==> config.mk <==
export PLATFORM = sky130hd
export DESIGN_NAME = sbfe_config_regs
export DESIGN_NICKNAME = d
export VERILOG_FILES = /design/src/sbfe_pkg.sv /design/src/sbfe_pulse_seq.sv /design/src/sbfe_config_regs.sv
export SDC_FILE = /design/constraint.sdc
export NUM_CORES = 1
export LEC_CHECK = 0
export BUFFER_PORTS_ARGS = -buffer_cell sky130_fd_sc_hd__buf_2
export CELL_PAD_IN_SITES_DETAIL_PLACEMENT = 0
export CELL_PAD_IN_SITES_GLOBAL_PLACEMENT = 2
export CORE_ASPECT_RATIO = 0.9
export CORE_UTILIZATION = 31
export DETAILED_ROUTE_END_ITERATION = 7
export GPL_TIMING_DRIVEN = 0
export PLACE_DENSITY_LB_ADDON = 0.1
export SYNTH_ARGS = -nofsm -noshare
export SYNTH_HDL_FRONTEND = slang
export SYNTH_SLANG_ARGS = --single-unit
==> constraint.sdc <==
create_clock -name CLOCK -period 5 [get_ports CLOCK]
set_clock_uncertainty 0.05 [all_clocks]
set_input_delay 1 -clock CLOCK [delete_from_list [all_inputs] [get_ports CLOCK]]
set_output_delay 1 -clock CLOCK [all_outputs]
set_load 0.1 [all_outputs]
==> src/sbfe_pkg.sv <==
// Shared constants and types for the slot B front end configuration bank
`default_nettype none
package sbfe_pkg;
    // ----------------------------------------------------------------
    // Register indices; byte address is four times the index
    // ----------------------------------------------------------------
    localparam logic [7:0] IDX_PULSE_POLARITY_ORDER = 8'h1d;
    localparam logic [7:0] IDX_INTEGRATION_WINDOW = 8'h3b;
    localparam logic [7:0] IDX_AMPLIFIER_CONTROL = 8'h44;
    localparam int REG_W = 16;
    localparam int AXI_DATA_W = 32;
    localparam int AXI_STRB_W = 4;
    // ----------------------------------------------------------------
    // Field layout
    // ----------------------------------------------------------------
    localparam int ORDER_LSB = 0;
    localparam int ORDER_MSB = 3;
    localparam int WIDTH_LSB = 11;
    localparam int WIDTH_MSB = 15;
    localparam int OFFSET_LSB = 0;
    localparam int OFFSET_MSB = 10;
    localparam int MODE_LSB = 10;
    localparam int MODE_MSB = 15;
    localparam int BUF_GAIN_BIT = 9;
    localparam int BUF_EN_BIT = 7;
    localparam int IND_EN_BIT = 6;
    localparam int VREF_LSB = 4;
    localparam int VREF_MSB = 5;
    localparam int GAIN_LSB = 0;
    localparam int GAIN_MSB = 1;
    localparam int PULSES_PER_GROUP = 4;
    // ----------------------------------------------------------------
    // Reset values
    // ----------------------------------------------------------------
    localparam logic [15:0] RST_PULSE_POLARITY_ORDER = 16'h0000;
    localparam logic [15:0] RST_INTEGRATION_WINDOW = 16'h2017;
    localparam logic [15:0] RST_AMPLIFIER_CONTROL = 16'h1c38;
    // ----------------------------------------------------------------
    // Timing
    // ----------------------------------------------------------------
    localparam int CLOCK_PERIOD_NS = 10;
    localparam int WIDTH_STEP_NS = 1000;
    localparam int WIDTH_STEP_CYCLES = WIDTH_STEP_NS / CLOCK_PERIOD_NS;
    localparam int WIDTH_CYCLES_W = 12;
    // ----------------------------------------------------------------
    // Bus answers and decode
    // ----------------------------------------------------------------
    localparam logic [1:0] RESP_OKAY = 2'b00;
    localparam logic [1:0] RESP_SLVERR = 2'b10;
    typedef enum logic [1:0] {
        SEL_NONE,
        SEL_ORDER,
        SEL_WINDOW,
        SEL_AMP
    } sbfe_sel_type;
endpackage
`default_nettype wire

==> src/sbfe_pulse_seq.sv <==
// Per-pulse integration polarity sequencer over a four-pulse group
`timescale 1ns/10ps
`default_nettype none
module sbfe_pulse_seq
    import sbfe_pkg::*;
(
    input wire logic clock,
    input wire logic rst,
    input wire logic slot_start,
    input wire logic pulse_done,
    input wire logic [ORDER_MSB:ORDER_LSB] order,
    output logic reverse,
    output logic [1:0] pulse_number
);
    localparam logic [1:0] LAST_PULSE = 2'(PULSES_PER_GROUP - 1);

    logic [1:0] next_pulse_number;

    always_comb begin
        next_pulse_number = pulse_number;
        if (slot_start) begin
            next_pulse_number = 2'h0;
        end else if (pulse_done) begin
            if (pulse_number == LAST_PULSE) begin
                next_pulse_number = 2'h0;
            end else begin
                next_pulse_number = pulse_number + 2'h1;
            end
        end
    end

    always_ff @(posedge clock or posedge rst) begin
        if (rst) begin
            pulse_number <= 2'h0;
        end else begin
            pulse_number <= next_pulse_number;
        end
    end

    always_ff @(posedge clock or posedge rst) begin
        if (rst) begin
            reverse <= 1'b0;
        end else begin
            reverse <= order[next_pulse_number];
        end
    end
endmodule
`default_nettype wire

==> src/sbfe_config_regs.sv <==
// Slot B front end configuration registers behind an AXI4-Lite slave
// Contract
// - Order bit n sets pulse n+1 polarity
// - After four pulses restart at bit 0
// - Width bits 15:11, 1 us steps, default 4
// - Window offset bits 10:0, 31.25 ns steps
// - Bit 9 picks buffer gain 1 or 0.7
// - Bit 7 turns integrator into buffer
// - Bit 6 enables individual channel gains
// - Bits 5:4 select amplifier reference, default 3
// - Bits 1:0 gain for channel one or all
// - Gain codes 2 and 3 are 50k, 25k
//
// The AXI4-Lite interface to the registers is this design's own decision.
`timescale 1ns/10ps
`default_nettype none
module sbfe_config_regs
    import sbfe_pkg::*;
#(
    parameter int ADDR_W = 12
) (
    input wire logic CLOCK,
    input wire logic RST,
    input wire logic [ADDR_W-1:0] S_AXI_AWADDR,
    input wire logic S_AXI_AWVALID,
    output logic S_AXI_AWREADY,
    input wire logic [AXI_DATA_W-1:0] S_AXI_WDATA,
    input wire logic [AXI_STRB_W-1:0] S_AXI_WSTRB,
    input wire logic S_AXI_WVALID,
    output logic S_AXI_WREADY,
    output logic [1:0] S_AXI_BRESP,
    output logic S_AXI_BVALID,
    input wire logic S_AXI_BREADY,
    input wire logic [ADDR_W-1:0] S_AXI_ARADDR,
    input wire logic S_AXI_ARVALID,
    output logic S_AXI_ARREADY,
    output logic [AXI_DATA_W-1:0] S_AXI_RDATA,
    output logic [1:0] S_AXI_RRESP,
    output logic S_AXI_RVALID,
    input wire logic S_AXI_RREADY,
    input wire logic SLOT_START,
    input wire logic PULSE_DONE,
    input wire logic [5:0] CH234_GAIN,
    output logic PULSE_REVERSE,
    output logic [1:0] PULSE_NUMBER,
    output logic [WIDTH_MSB-WIDTH_LSB:0] WINDOW_WIDTH,
    output logic [WIDTH_CYCLES_W-1:0] WINDOW_WIDTH_CYCLES,
    output logic [OFFSET_MSB-OFFSET_LSB:0] WINDOW_OFFSET,
    output logic [MODE_MSB-MODE_LSB:0] FRONTEND_MODE,
    output logic BUFFER_GAIN_SELECT,
    output logic INTEGRATOR_BUFFER_ENABLE,
    output logic PER_CHANNEL_GAIN_ENABLE,
    output logic [1:0] AMP_REFERENCE_SELECT,
    output logic [7:0] CH_GAIN
);
    // ----------------------------------------------------------------
    // Functions
    // ----------------------------------------------------------------
    function automatic sbfe_sel_type decode(input logic [ADDR_W-1:0] addr);
        logic [ADDR_W-3:0] word;
        word = addr[ADDR_W-1:2];
        if (word == (ADDR_W-2)'(IDX_PULSE_POLARITY_ORDER)) begin
            decode = SEL_ORDER;
        end else if (word == (ADDR_W-2)'(IDX_INTEGRATION_WINDOW)) begin
            decode = SEL_WINDOW;
        end else if (word == (ADDR_W-2)'(IDX_AMPLIFIER_CONTROL)) begin
            decode = SEL_AMP;
        end else begin
            decode = SEL_NONE;
        end
    endfunction

    function automatic logic [REG_W-1:0] merge(
        input logic [REG_W-1:0] old,
        input logic [AXI_DATA_W-1:0] data,
        input logic [AXI_STRB_W-1:0] strb
    );
        logic [REG_W-1:0] res;
        res = old;
        if (strb[0]) begin
            res[7:0] = data[7:0];
        end
        if (strb[1]) begin
            res[15:8] = data[15:8];
        end
        merge = res;
    endfunction

    function automatic logic [WIDTH_CYCLES_W-1:0] width_cycles(
        input logic [WIDTH_MSB-WIDTH_LSB:0] width
    );
        width_cycles = WIDTH_CYCLES_W'(width * WIDTH_STEP_CYCLES);
    endfunction

    // ----------------------------------------------------------------
    // Storage and bus state
    // ----------------------------------------------------------------
    logic [REG_W-1:0] pulse_polarity_order;
    logic [REG_W-1:0] integration_window;
    logic [REG_W-1:0] amplifier_control;
    logic aw_held;
    logic w_held;
    logic [ADDR_W-1:0] aw_addr;
    logic [AXI_DATA_W-1:0] w_data;
    logic [AXI_STRB_W-1:0] w_strb;
    logic aw_hs;
    logic w_hs;
    logic ar_hs;
    logic do_write;
    logic next_aw_held;
    logic next_w_held;
    logic next_bvalid;
    logic next_rvalid;
    sbfe_sel_type wr_sel;
    sbfe_sel_type rd_sel;
    localparam logic [WIDTH_CYCLES_W-1:0] RST_WIDTH_CYCLES =
        WIDTH_CYCLES_W'(RST_INTEGRATION_WINDOW[WIDTH_MSB:WIDTH_LSB] * WIDTH_STEP_CYCLES);

    // ----------------------------------------------------------------
    // Write channel handshakes
    // ----------------------------------------------------------------
    always_comb begin
        aw_hs = S_AXI_AWVALID & S_AXI_AWREADY;
        w_hs = S_AXI_WVALID & S_AXI_WREADY;
        ar_hs = S_AXI_ARVALID & S_AXI_ARREADY;
        // Address and data may arrive in either order
        do_write = aw_held & w_held & ~S_AXI_BVALID;
        next_aw_held = (aw_held & ~do_write) | aw_hs;
        next_w_held = (w_held & ~do_write) | w_hs;
        next_bvalid = do_write | (S_AXI_BVALID & ~S_AXI_BREADY);
        next_rvalid = ar_hs | (S_AXI_RVALID & ~S_AXI_RREADY);
        wr_sel = decode(aw_addr);
        rd_sel = decode(S_AXI_ARADDR);
    end

    always_ff @(posedge CLOCK or posedge RST) begin
        if (RST) begin
            aw_held <= 1'b0;
            w_held <= 1'b0;
        end else begin
            aw_held <= next_aw_held;
            w_held <= next_w_held;
        end
    end

    always_ff @(posedge CLOCK or posedge RST) begin
        if (RST) begin
            aw_addr <= '0;
        end else if (aw_hs) begin
            aw_addr <= S_AXI_AWADDR;
        end
    end

    always_ff @(posedge CLOCK or posedge RST) begin
        if (RST) begin
            w_data <= '0;
            w_strb <= '0;
        end else if (w_hs) begin
            w_data <= S_AXI_WDATA;
            w_strb <= S_AXI_WSTRB;
        end
    end

    always_ff @(posedge CLOCK or posedge RST) begin
        if (RST) begin
            S_AXI_AWREADY <= 1'b1;
        end else begin
            S_AXI_AWREADY <= ~next_aw_held & ~next_bvalid;
        end
    end

    always_ff @(posedge CLOCK or posedge RST) begin
        if (RST) begin
            S_AXI_WREADY <= 1'b1;
        end else begin
            S_AXI_WREADY <= ~next_w_held & ~next_bvalid;
        end
    end

    always_ff @(posedge CLOCK or posedge RST) begin
        if (RST) begin
            S_AXI_BVALID <= 1'b0;
            S_AXI_BRESP <= RESP_OKAY;
        end else begin
            S_AXI_BVALID <= next_bvalid;
            if (do_write) begin
                S_AXI_BRESP <= (wr_sel == SEL_NONE) ? RESP_SLVERR : RESP_OKAY;
            end
        end
    end

    // ----------------------------------------------------------------
    // Register storage
    // ----------------------------------------------------------------
    always_ff @(posedge CLOCK or posedge RST) begin
        if (RST) begin
            pulse_polarity_order <= RST_PULSE_POLARITY_ORDER;
        end else if (do_write && wr_sel == SEL_ORDER) begin
            pulse_polarity_order <= merge(pulse_polarity_order, w_data, w_strb);
        end
    end

    always_ff @(posedge CLOCK or posedge RST) begin
        if (RST) begin
            integration_window <= RST_INTEGRATION_WINDOW;
        end else if (do_write && wr_sel == SEL_WINDOW) begin
            integration_window <= merge(integration_window, w_data, w_strb);
        end
    end

    always_ff @(posedge CLOCK or posedge RST) begin
        if (RST) begin
            amplifier_control <= RST_AMPLIFIER_CONTROL;
        end else if (do_write && wr_sel == SEL_AMP) begin
            amplifier_control <= merge(amplifier_control, w_data, w_strb);
        end
    end

    // ----------------------------------------------------------------
    // Read channel
    // ----------------------------------------------------------------
    always_ff @(posedge CLOCK or posedge RST) begin
        if (RST) begin
            S_AXI_ARREADY <= 1'b1;
            S_AXI_RVALID <= 1'b0;
        end else begin
            S_AXI_ARREADY <= ~next_rvalid;
            S_AXI_RVALID <= next_rvalid;
        end
    end

    always_ff @(posedge CLOCK or posedge RST) begin
        if (RST) begin
            S_AXI_RDATA <= '0;
            S_AXI_RRESP <= RESP_OKAY;
        end else if (ar_hs) begin
            S_AXI_RRESP <= RESP_OKAY;
            case (rd_sel)
                SEL_ORDER: begin
                    S_AXI_RDATA <= AXI_DATA_W'(pulse_polarity_order);
                end
                SEL_WINDOW: begin
                    S_AXI_RDATA <= AXI_DATA_W'(integration_window);
                end
                SEL_AMP: begin
                    S_AXI_RDATA <= AXI_DATA_W'(amplifier_control);
                end
                default: begin
                    S_AXI_RDATA <= '0;
                    S_AXI_RRESP <= RESP_SLVERR;
                end
            endcase
        end
    end

    // ----------------------------------------------------------------
    // Integration window outputs
    // ----------------------------------------------------------------
    always_ff @(posedge CLOCK or posedge RST) begin
        if (RST) begin
            WINDOW_WIDTH <= RST_INTEGRATION_WINDOW[WIDTH_MSB:WIDTH_LSB];
        end else begin
            WINDOW_WIDTH <= integration_window[WIDTH_MSB:WIDTH_LSB];
        end
    end

    // Width in clock cycles for the window timer
    always_ff @(posedge CLOCK or posedge RST) begin
        if (RST) begin
            WINDOW_WIDTH_CYCLES <= RST_WIDTH_CYCLES;
        end else begin
            WINDOW_WIDTH_CYCLES <= width_cycles(integration_window[WIDTH_MSB:WIDTH_LSB]);
        end
    end

    always_ff @(posedge CLOCK or posedge RST) begin
        if (RST) begin
            WINDOW_OFFSET <= RST_INTEGRATION_WINDOW[OFFSET_MSB:OFFSET_LSB];
        end else begin
            WINDOW_OFFSET <= integration_window[OFFSET_MSB:OFFSET_LSB];
        end
    end

    // ----------------------------------------------------------------
    // Amplifier and integrator controls
    // ----------------------------------------------------------------
    // Mode field passes through; software keeps it at its set value
    always_ff @(posedge CLOCK or posedge RST) begin
        if (RST) begin
            FRONTEND_MODE <= RST_AMPLIFIER_CONTROL[MODE_MSB:MODE_LSB];
        end else begin
            FRONTEND_MODE <= amplifier_control[MODE_MSB:MODE_LSB];
        end
    end

    always_ff @(posedge CLOCK or posedge RST) begin
        if (RST) begin
            BUFFER_GAIN_SELECT <= RST_AMPLIFIER_CONTROL[BUF_GAIN_BIT];
        end else begin
            BUFFER_GAIN_SELECT <= amplifier_control[BUF_GAIN_BIT];
        end
    end

    always_ff @(posedge CLOCK or posedge RST) begin
        if (RST) begin
            INTEGRATOR_BUFFER_ENABLE <= RST_AMPLIFIER_CONTROL[BUF_EN_BIT];
        end else begin
            INTEGRATOR_BUFFER_ENABLE <= amplifier_control[BUF_EN_BIT];
        end
    end

    always_ff @(posedge CLOCK or posedge RST) begin
        if (RST) begin
            PER_CHANNEL_GAIN_ENABLE <= RST_AMPLIFIER_CONTROL[IND_EN_BIT];
        end else begin
            PER_CHANNEL_GAIN_ENABLE <= amplifier_control[IND_EN_BIT];
        end
    end

    always_ff @(posedge CLOCK or posedge RST) begin
        if (RST) begin
            AMP_REFERENCE_SELECT <= RST_AMPLIFIER_CONTROL[VREF_MSB:VREF_LSB];
        end else begin
            AMP_REFERENCE_SELECT <= amplifier_control[VREF_MSB:VREF_LSB];
        end
    end

    // ----------------------------------------------------------------
    // Channel gain codes: 0 200k, 1 100k, 2 50k, 3 25k
    // ----------------------------------------------------------------
    always_ff @(posedge CLOCK or posedge RST) begin
        if (RST) begin
            CH_GAIN <= {4{RST_AMPLIFIER_CONTROL[GAIN_MSB:GAIN_LSB]}};
        end else if (amplifier_control[IND_EN_BIT]) begin
            CH_GAIN <= {CH234_GAIN, amplifier_control[GAIN_MSB:GAIN_LSB]};
        end else begin
            CH_GAIN <= {4{amplifier_control[GAIN_MSB:GAIN_LSB]}};
        end
    end

    // ----------------------------------------------------------------
    // Pulse polarity sequencing
    // ----------------------------------------------------------------
    sbfe_pulse_seq u_pulse_seq (
        .clock(CLOCK),
        .rst(RST),
        .slot_start(SLOT_START),
        .pulse_done(PULSE_DONE),
        .order(pulse_polarity_order[ORDER_MSB:ORDER_LSB]),
        .reverse(PULSE_REVERSE),
        .pulse_number(PULSE_NUMBER)
    );
endmodule
`default_nettype wire

# == Word-level counts from Yosys, hierarchy flattened ==
# Cells that the tools add are included.
# classes
addsub,1
n_mul,1
n_lt_le_gt_ge,1
eq_ne,13
mux,15
n_bitwise,23
n_reduce_logical,11
# op_table
op,n
$pmux W16 S3,1
$mux W2,11
$eq A10 B5 Y1 const B,2
$eq A10 B6 Y1 const B,2
$eq A10 B7 Y1 const B,2
$reduce_and A2 Y1,6
$and A1 B1 Y1,11
$eq A2 B2 Y1 const B,5
$mul A5 B5 Y10 const B,1
$mux W8,1
$not A1 Y1,8
$eq A2 B1 Y1 const B,2
$or A1 B1 Y1,4
$logic_and A1 B1 Y1,3
$lt A2 B3 Y1 const B,1
$reduce_or A3 Y1,1
$add A2 B1 Y2 const B,1
$bmux W1 S2,1
$logic_not A2 Y1,1
$mux W1,1
# word_totals
ff_bits,169
inputBits,75
output_inout_bits,91
wordCells,95

# == Logic depth before layout (Yosys ltp) ==
# Gate-level depths: netlist of the first run.
# logic_depth
word_depth,7
ltp_mapped,9
ltp_nobuf,9

# == Modules after synthesis ==
# A second synthesis of the first run with hierarchy kept.
# unflattened
hier_cells,481
hier_area_um2,6299.8
# modules_own_cells
mod,instances,cells_per_inst,area_each_um2,seq_area_each_um2
sbfe_config_regs,1,464,6122.1,3611.0
sbfe_pulse_seq,1,17,177.7,75.1

# == Least setup slack after synthesis of the first run ==
# Ideal clock, no wire load.
# synth_timing
path_kind,register -> register
startpoint,reg integration_window[14]
endpoint,reg WINDOW_WIDTH_CYCLES[11]
setup_time_ns,0.080
arrival_time_ns,2.259
required_time_ns,4.870
setup_slack_ns,2.611
stages_incl_launch_ff,10
n_path_buf,0
period_less_slack_ns,2.389
path_cell_list,dfrtp_1 inv_1 ha_1 inv_1 ha_1 ha_1 ha_1 and3_1 a221oi_1 xnor2_1
# synth_via
elab_chain_cells,1
# synth_rtl
element,line_no,text
"start, declared",sbfe_config_regs.sv:99,logic [REG_W-1:0] integration_window;
"start signal, assigned",sbfe_config_regs.sv:207,"integration_window <= merge(integration_window, w_data, w_strb);"
$mul A5 B5 Y10,sbfe_config_regs.sv:92,width_cycles = WIDTH_CYCLES_W'(width * WIDTH_STEP_CYCLES);
"end signal, assigned",sbfe_config_regs.sv:272,WINDOW_WIDTH_CYCLES <= width_cycles(integration_window[WIDTH_MSB:WIDTH_LSB]);
"end, declared",sbfe_config_regs.sv:47,"output logic [WIDTH_CYCLES_W-1:0] WINDOW_WIDTH_CYCLES,"
# No other way between the ends.
# A chain may end at the register's enable or synchronous reset.

# == Worst setup path in the final report of the first run ==
# layout_timing
startpoint,in S_AXI_ARADDR[2]
endpoint,reg S_AXI_RDATA[4]
# layout_via
elab_chain_cells,6
word_cells_on_any_way,10
cone_classes,eq/ne (6); mux (4)
# layout_rtl
element,line_no,text
"start, declared",sbfe_config_regs.sv:34,"input wire logic [ADDR_W-1:0] S_AXI_ARADDR,"
$eq A10 B7 Y1,sbfe_config_regs.sv:66,end else if (word == (ADDR_W-2)'(IDX_AMPLIFIER_CONTROL)) begin
$mux W2,sbfe_config_regs.sv:66,
$mux W2,sbfe_config_regs.sv:64,end else if (word == (ADDR_W-2)'(IDX_INTEGRATION_WINDOW)) begin
$mux W2 (*),sbfe_config_regs.sv:62,if (word == (ADDR_W-2)'(IDX_PULSE_POLARITY_ORDER)) begin
$eq A2 B2 Y1 / $eq A2 B1 Y1 (equally long branches),sbfe_config_regs.sv:238,case (rd_sel)
$pmux W16 S3 (*),sbfe_config_regs.sv:238,
"end signal, assigned",sbfe_config_regs.sv:240,S_AXI_RDATA <= AXI_DATA_W'(pulse_polarity_order);
"end signal, assigned",sbfe_config_regs.sv:243,S_AXI_RDATA <= AXI_DATA_W'(integration_window);
"end signal, assigned",sbfe_config_regs.sv:246,S_AXI_RDATA <= AXI_DATA_W'(amplifier_control);
"end, declared",sbfe_config_regs.sv:37,"output logic [AXI_DATA_W-1:0] S_AXI_RDATA,"
# Every way passes the cells marked *; elsewhere a longest branch is shown, timed or not.

==> results of run 1 <==
==> registers in the layout (all words and copies together), names as in the netlist, 2 cells and up <==
| signal | cells |
|---|---|
| amplifier_control | 16 |
| pulse_polarity_order | 16 |
| FRONTEND_MODE | 6 |
| u_pulse_seq.pulse_number | 2 |
| w_data | 16 |
| WINDOW_WIDTH_CYCLES | 7 |
| w_strb | 2 |
| WINDOW_OFFSET | 11 |
| aw_addr | 10 |
| WINDOW_WIDTH | 5 |
| CH_GAIN | 8 |
| AMP_REFERENCE_SELECT | 2 |
| integration_window | 16 |
| S_AXI_RDATA | 16 |
==> power breakdown <==
group / internal, mW / leakage [nW] / total (mW) / switching, mW
logic: 0.241 / 1.83 / 0.912 / 0.671
registers: 1.38 / 1.83 / 1.53 / 0.150
clock network: 0.800 / 0.287 / 1.31 / 0.506
==> cell usage in the layout (no fill, tap or decap), drive strengths merged, types with 4 or more instances in the layout <==
| master | Yosys | routed |
|---|---|---|
| nor2 | 31 | 31 |
| a31oi | 9 | 9 |
| conb | 1 | 20 |
| dfstp | 26 | 26 |
| mux2i | 5 | 5 |
| a22o | 16 | 16 |
| inv | 12 | 13 |
| a221oi | 10 | 10 |
| ha | 17 | 17 |
| o21ai | 5 | 5 |
| nand2 | 20 | 20 |
| clkinv | 0 | 5 |
| clkbuf | 12 | 32 |
| buf | 25 | 149 |
| xnor2 | 4 | 4 |
| a21oi | 8 | 8 |
| nand3 | 12 | 12 |
| dfrtp | 120 | 120 |
| mux2 | 76 | 76 |
==> logic make-up after synthesis <==
logic type	share of synthesized area (%)
muxes	15.2
adders and majority gates	3.86
and+or+nand+nor	8.38
AOI/OAI and AO/OA	6.06
DFF	61.1
other	0.0622
xor gates and xnor gates	0.726
buffers and inverters	4.58
==> worst max-delay path: stages <==
cell      delay [ps]
buf_2            110
nor4b_2         1000
clkbuf_1         500
a22o_1           210
a221oi_1          70
nor2_1           130
==> layout make-up <==
cell class / instances / area (um^2)
Clock buffer: 20 / 447
Buffer: 37 / 231
Sequential cell: 146 / 3690
Multi-Input combinational cell: 260 / 2140
Fill cell: 1855 / 11400
Clock inverter: 12 / 158
Antenna cell: 1 / 2.50
Tap cell: 250 / 313
Inverter: 12 / 50.0
Timing Repair Buffer: 124 / 643
==> through the flow <==
stage	TNS, ps	cells	setup slack (ps)	instance area [um^2]	utilization, %
after floorplan	0	455	70.0	6100	-
after global placement	-201690	828	-1670	7030	36.8
after detailed placement	0	829	1800	7060	37.0
after CTS	0	861	2200	7670	40.1
after global routing	0	861	2110	7670	40.1
final	0	862	2300	7670	40.2
==> layer usage <==
metal / wire [um] / vias to the layer above / part of all wire [%]
li1: - / 1822 / -
met1: 6640 / 1891 / 47
met2: 6480 / 117 / 45
met3: 885 / 16 / 6.2
met4: 235 / 2 / 1.6
met5: 13 / - / 0.091
==> final timing paths <==
kind	startpoint	end	slack, ps	cells past startpoint
min in group asynchronous	RST	WINDOW_WIDTH_CYCLES[9]$_DFF_PP0_	600	2
hold reg to reg	integration_window[0]$_DFFE_PP1P_	WINDOW_OFFSET[0]$_DFF_PP1_	320	0
setup reg to reg	integration_window[14]$_DFFE_PP0P_	WINDOW_WIDTH_CYCLES[11]$_DFF_PP0_	2390	9
max in group asynchronous	RST	S_AXI_WREADY$_DFF_PP1_	3470	3
setup / recovery	S_AXI_ARADDR[2]	S_AXI_RDATA[4]$_DFFE_PP0P_	2300	6
hold / removal	integration_window[0]$_DFFE_PP1P_	WINDOW_OFFSET[0]$_DFF_PP1_	320	0
==> out/results.ini, run 1 <==
[clocking]
numCtsBuffers=17
cts_tree=done
cts.sinks=146
ctsRootBufferMaster=clkbuf_16
insertion_delay_ps=420
cts_htree_levels=4
cts_resized=0
clock_tree.buffer_depth=2
path_clk_slew_ps=60
post_cts_buffers=0
postCtsHoldBufs=0

[yosys]
netlist_top_cells_count=dfrtp_1, mux2_2, nor2_1
ys_types=41
synth_seq_cells=146
synth_edf_count=0
synth_area_per_cell_um2=13.8
yosysWarnings=0
yosysMostFrequentCell=dfrtp_1
synth.area.top_cells=dfrtp_1, mux2_2, dfstp_2, ha_1, buf_4
yosys_most_used_dff=dfrtp_1
synth_area_mm2=0.00603
synth_top_area_share_pct=49.8
netlist_instances=436
synth_seq_area_share_pct=61.1
yosysTopAreaCell=dfrtp_1
synth_async_sr_flop_share_pct=100

[die]
rows=48
fp.dieH_um=134
die_area_mm2=0.0200
initial_utilization_pct=31.6
pin_count=166
core_area_mm2=0.0191
die_w_um=149

[critical_path]
cp_max_fo=10
end_kind=flip-flop
crit_required_ps=5310
cp-start-kind=primary input
worstSetupPathType=primary input to flip-flop
arrival_ps=3010

[grt]
grt_pass1_vias=3890
grt_antenna_before_repair=2
grt_use_met2_pct=22.5
grt_pass1_wl_mm=22.2
grt_max_degree=86
met3_usage_pct=4.35
grt_use_total_pct=15.2
gr-max-usage-layer=met2
grt_overflow=0
grt_use_met1_pct=20.7

[routing]
viasPerCell=4.46
dr.pass1.iters=4
initialDrtViolationCount=182
vias=3848
drtAntennaViolNets=0
wire_per_inst_um=16.5
drc=0
totalWireLength_mm=14.3

[pwr]
power_density_mw_per_mm2=489
ir_drop_mv=0.316
p_leak_nw=3.95
power.total_mw=3.75

[sta]
relSlewSlack_pct=21.4
worst_slew_pin_slew_ps=1180
grt_setup_unrepaired=no
setup_viol_count_final=0
drv_slew=0
clock.fmax_ghz=0.370
hold_ws_ps=321
hold_violations=0
post-route-period-util_pct=54.1
fin_crit_ps=2700

[placement]
gp_congestion=0.710
portBuffers=123
dp_hpwl_mm=9.89

[final_layout]
fin_nets=691
synthToLayoutAreaGrowth_pct=27.2
layout-drive-gt1-share_pct=48.4

[outcome]
status=finished, final reports clean

[run]
maxCapViolCount=0

[min_path]
holdCritPathClass=flip-flop to flip-flop

Power figures use the tool's default switching activity.
==> run 2: changes to the inputs <==
- clock period: 5 -> 2.4 ns (I/O delays scaled with it)
==> run 2 against run 1 <==
Register-to-register slack worse by 2300 ps. Highest routed layer unchanged. Clock-buffer cell count rose by 2. Sequential power up 110%.
==> out/results.ini, run 2 (same netlist as run 1, synthesis figures left out) <==
[outcome]
status=finished, final reports clean

[placement]
dp_hpwl_mm=9.94
portBuffers=123
gp_congestion=0.711

[clocking]
postCtsHoldBufs=0
cts_htree_levels=4
numCtsBuffers=17
clock_tree.buffer_depth=2
ctsRootBufferMaster=clkbuf_16
path_clk_slew_ps=60
insertion_delay_ps=410
cts_tree=done
cts.sinks=146

[routing]
vias=3922
met2_length_mm=6.56
wire_per_inst_um=16.5
drc=0
dr_wl_met3_um=857
initialDrtViolationCount=161
dr.pass1.iters=5
met1_length_mm=6.77
drtAntennaViolNets=0
top_layer=met5
totalWireLength_mm=14.3
viasPerCell=4.53

[critical_path]
cp-start-kind=flip-flop
worstSetupPathType=flip-flop to flip-flop
cp_max_fo=3
end_kind=flip-flop
arrival_ps=2580
reg2reg_slack_ps=110
crit_required_ps=2690
rr_worst_depth=8

[die]
core_area_mm2=0.0191
die_w_um=149
fp.dieH_um=134
pin_count=166
rows=48
die_area_mm2=0.0200
initial_utilization_pct=31.6

[sta]
clock.fmax_ghz=0.436
worst_slew_pin_slew_ps=1170
drv_slew=0
relSlewSlack_pct=21.5
hold_violations=0
fin_crit_ps=2290
grt_setup_unrepaired=no
post-route-period-util_pct=95.6
setup_viol_count_final=0

[final_layout]
final_common_cell=buf_2
utilization_pct=40.3
multi_input_area_mm2=0.00217
layout_common_cells=buf_2, dfrtp_1, mux2_2
n_antenna_cell=0
layout-drive-gt1-share_pct=49.8
fill_cells=1833
regArea_mm2=0.00369
synthToLayoutAreaGrowth_pct=27.6
fin_nets=696

[grt]
grt_antenna_before_repair=1
grt_pass1_vias=4042
grt_use_total_pct=15.0
grt_pass1_wl_mm=22.3
grt_overflow=0
grt_max_degree=41

[pwr]
p_int_mw=4.81
p_switching_mw=2.72
power.total_mw=7.52
swShare_pct=36.1
power_density_mw_per_mm2=978
p_leak_nw=3.95
ir_drop_mv=0.685
p_clk_share_pct=32.2
power_frac_comb_pct=25.5
seqPwrFrac_pct=42.4

[min_path]
holdCritPathClass=primary input to async pin

[run]
maxCapViolCount=0

[run 2: changes by cell type in the layout (fill, tap and decap cells not counted), moves of 3 or more]
cell	before	now
buf_4	24	27
clkinv_4	3	0
clkbuf_8	1	4
buf_12	0	3
clkinv_2	2	6
bufinv_16	3	0
[run 2: path summary, 6_finish.rpt]
check / from / end
worst min register to register: amplifier_control[5]$_DFFE_PP1P_ / AMP_REFERENCE_SELECT[1]$_DFF_PP1_
max in group asynchronous: RST / WINDOW_OFFSET[4]$_DFF_PP1_
worst max register to register: integration_window[14]$_DFFE_PP0P_ / WINDOW_WIDTH_CYCLES[11]$_DFF_PP0_
min in group CLOCK: SLOT_START / u_pulse_seq.pulse_number[0]$_DFF_PP0_
worst min-delay path: RST / WINDOW_WIDTH[0]$_DFF_PP0_
worst max-delay path: integration_window[14]$_DFFE_PP0P_ / WINDOW_WIDTH_CYCLES[11]$_DFF_PP0_
[run 2: stage by stage]
step / hold WS, ps / TNS, ps / setup WS (ps) / cell area, um^2 / instances
floorplan: 302 / 0 / 11.2 / 6110 / 455
global placement: 314 / -118020 / -922 / 7030 / 828
detailed placement: 312 / -3620 / -320 / 7090 / 831
CTS: 167 / 0 / 16.0 / 7670 / 866
global route: 199 / 0 / 4.71 / 7690 / 866
finish: 160 / 0 / 106 / 7690 / 866
[run 2: power by group through the flow]
stage,registers (mW),clock network (mW),logic [mW]
2_1_floorplan,3.94,0,0.795
3_3_place_gp,3.22,0,1.89
3_5_place_dp,3.24,0,1.93
4_1_cts,3.19,2.49,1.94
5_1_grt,3.25,2.61,2.03
6_report,3.19,2.42,1.92
[run 2: routing by layer]
metal / track usage (%) / vias to the layer above
met5: 0 / -
met4: 4.76 / 2
met3: 4.39 / 11
met2: 22.4 / 127
met1: 20.9 / 1954
li1: - / 1828
[run 2: layout make-up]
cell class	instances	share of cell area, %
repair buffers	129	9.07
flip-flops and latches	146	47.9
inverters	12	0.634
plain buffers	37	3.01
clock buffers	22	6.29
well taps	250	4.07
multi-input cells	260	28.2
clock inverters	10	0.780
[run 2: repair_timing]
action | CTS | global route
resized for setup | 3 | 2
buffers inserted | 3 | 0
pin swaps | 0 | 0
endpoints found under the setup margin | 1 | 1
[run 2: critical path, cell delays in order (launching register included)]
cell	delay [ps]
dfrtp_2	430
buf_4	150
ha_1	260
ha_1	300
ha_1	230
ha_4	230
and3_1	190
a221oi_2	250
xnor2_1	140
==> run 3: changes to the inputs <==
- ABC_AREA: not set -> 1
- CORE_MARGIN: not set -> 1
- CORE_UTILIZATION: 31 -> 29
- SYNTH_HIERARCHICAL: not set -> 1
==> run 3 against run 2 <==
Global-route usage increased by 1.4 points. Synthesized cell count increased by 48%. Area after synthesis increased by 7.8%. Worst setup slack got worse by 9.4 ps. Critical endpoint unchanged. Hold slack improved by 37 ps. Largest power group unchanged. Routed wire length increased by 26%.
==> out/results.ini, run 3 <==
[outcome]
status=finished, final reports clean

[pwr]
p_leak_nw=4.39
power_density_mw_per_mm2=907
power.total_mw=7.51
ir_drop_mv=0.657

[grt]
grt_use_met2_pct=25.3
met3_usage_pct=4.19
gr-max-usage-layer=met2
grt_max_degree=41
grt_pass1_wl_mm=28.7
grt_use_total_pct=16.5
grt_overflow=0
grt_antenna_before_repair=0
grt_use_met1_pct=22.9
grt_pass1_vias=5166

[clocking]
cts_htree_levels=4
cts_tree=done
clock_tree.buffer_depth=2
insertion_delay_ps=420
cts.sinks=146
numCtsBuffers=17
path_clk_slew_ps=60
ctsRootBufferMaster=clkbuf_16

[routing]
dr.pass1.iters=5
vias=5040
drtAntennaViolNets=0
drc=0
viasPerCell=4.50
totalWireLength_mm=18.0
initialDrtViolationCount=261
wire_per_inst_um=16.1

[yosys]
synth_seq_area_share_pct=56.7
yosysTopAreaCell=dfrtp_1
synth_top_area_share_pct=46.2
synth_area_per_cell_um2=10.0
netlist_top_cells_count=nand2_1, dfrtp_1, nand4_1
synth_seq_cells=146
yosys_most_used_dff=dfrtp_1
ys_types=35
synth_area_mm2=0.00650
yosysWarnings=6
yosysMostFrequentCell=nand2_1
synth_edf_count=0
synth.area.top_cells=dfrtp_1, dfstp_2, nand2_1, nand4_1, o21ai_2
synth_async_sr_flop_share_pct=100
netlist_instances=647

[sta]
timing.final.ws_setup_ps=96.2
relSlewSlack_pct=55.5
setup_viol_count_final=0
tns_ps=0
hold_violations=0
worst_slew_pin_slew_ps=666
drv_slew=0
fin_crit_ps=2300
post-route-period-util_pct=96.0
clock.fmax_ghz=0.434

[min_path]
hold_path_depth=2
holdCritPathClass=primary input to flip-flop

[placement]
dp_hpwl_mm=13.1
pre_cts_ws_ps=-210
gp_congestion=0.782
portBuffers=123
placed_cells=1083

[final_layout]
synthToLayoutAreaGrowth_pct=27.4
multi_input_area_mm2=0.00242
fill_cells=2261
final_common_cell=nand2_1
regArea_mm2=0.00369
n_antenna_cell=0
fin_nets=909
layout_common_cells=nand2_1, buf_2, dfrtp_1
final_cells=1119
layout-drive-gt1-share_pct=35.7

[critical_path]
crit_required_ps=2660
cp-start-kind=flip-flop
cp_max_fo=3
end_kind=flip-flop
worstSetupPathType=flip-flop to flip-flop
rr_worst_depth=12
arrival_ps=2570

[die]
die_w_um=160
fp.dieH_um=144
initial_utilization_pct=29.8
die_area_mm2=0.0230
pin_count=166
core_area_mm2=0.0218
rows=51

[run]
maxCapViolCount=0

## run 3: cell count changes in the layout (fill, tap and decap cells not counted), moves of 22 or more
| cell | delta |
|---|---|
| nand2_1 | +132 |
| mux2_2 | -66 |
| nand4_1 | +67 |
| nand3_1 | +22 |
| inv_1 | +34 |
| o21ai_2 | +33 |
## run 3: layer usage
layer / wire length (um) / vias up / share of wire (%)
met1: 8770 / 2419 / 49
met3: 1090 / 12 / 6.1
li1: - / 2457 / -
met5: 0 / - / 0
met2: 7960 / 152 / 44
met4: 178 / 0 / 0.99
## run 3: power breakdown
part	switching [mW]	total, mW	internal (mW)
combinational	1.47	1.88	0.415
clock	1.05	2.60	1.55
sequential	0.215	3.03	2.81
## run 3: cell families (layout without fill, tap and decap cells)
kind of cell,after synthesis,after routing,synth area share [%]
other cells,1,20,0.0577
xor+xnor,4,4,0.539
compound gates,63,63,6.89
buf+inv,99,261,7.91
flops,146,146,56.7
fa+ha+maj,19,19,3.77
mux,7,7,1.21
simple gates,308,308,22.9
## run 3: per-stage QoR
step           utilization, %  hold WS [ps]  area [um^2]
3_3_place_gp             34.6           317         7550
2_1_floorplan               -           184         6580
5_1_grt                  37.9           175         8280
4_1_cts                  37.7           176         8230
6_report                 37.9           197         8280
3_5_place_dp             34.9           321         7610
## run 3: area by class of cell
| class | count | area share [%] |
|---|---|---|
| Clock inverter | 14 | 1.69 |
| Timing Repair Buffer | 130 | 8.60 |
| Clock buffer | 18 | 5.31 |
| Inverter | 49 | 2.27 |
| Multi-Input combinational cell | 421 | 29.2 |
| Buffer | 50 | 3.99 |
| Sequential cell | 146 | 44.6 |
| Tap cell | 291 | 4.40 |
## run 3: path summary, 6_finish.rpt
kind	from	to	slack [ps]
max	integration_window[14]$_DFFE_PP0P_	WINDOW_WIDTH_CYCLES[11]$_DFF_PP0_	100
min	S_AXI_BREADY	S_AXI_BVALID$_DFF_PP0_	200
max reg2reg	integration_window[14]$_DFFE_PP0P_	WINDOW_WIDTH_CYCLES[11]$_DFF_PP0_	100
min reg2reg	integration_window[2]$_DFFE_PP1P_	WINDOW_OFFSET[2]$_DFF_PP1_	330
max in group asynchronous	RST	amplifier_control[5]$_DFFE_PP1P_	670
min in group asynchronous	RST	u_pulse_seq/pulse_number[1]$_DFF_PP0_	450
## run 3: repair_timing
| action | CTS | global route |
|---|---|---|
| endpoints found under the setup margin | 2 | 1 |
| hold buffers | 1 | 0 |
| pin swaps | 0 | 1 |
| resized for setup | 3 | 5 |
| endpoints found under the hold margin | 3 | 0 |
| buffers inserted | 3 | 0 |
## run 3: worst max-delay path: stages (launching register included)
cell and delay, ps:
dfrtp_2 400, inv_1 50, ha_1 260, inv_1 40, ha_1 320, ha_4 260, ha_4 250, nand2_1 90
nor2_1 50, a211oi_2 240, nand2_1 80, nand2_1 60, nand2_1 40
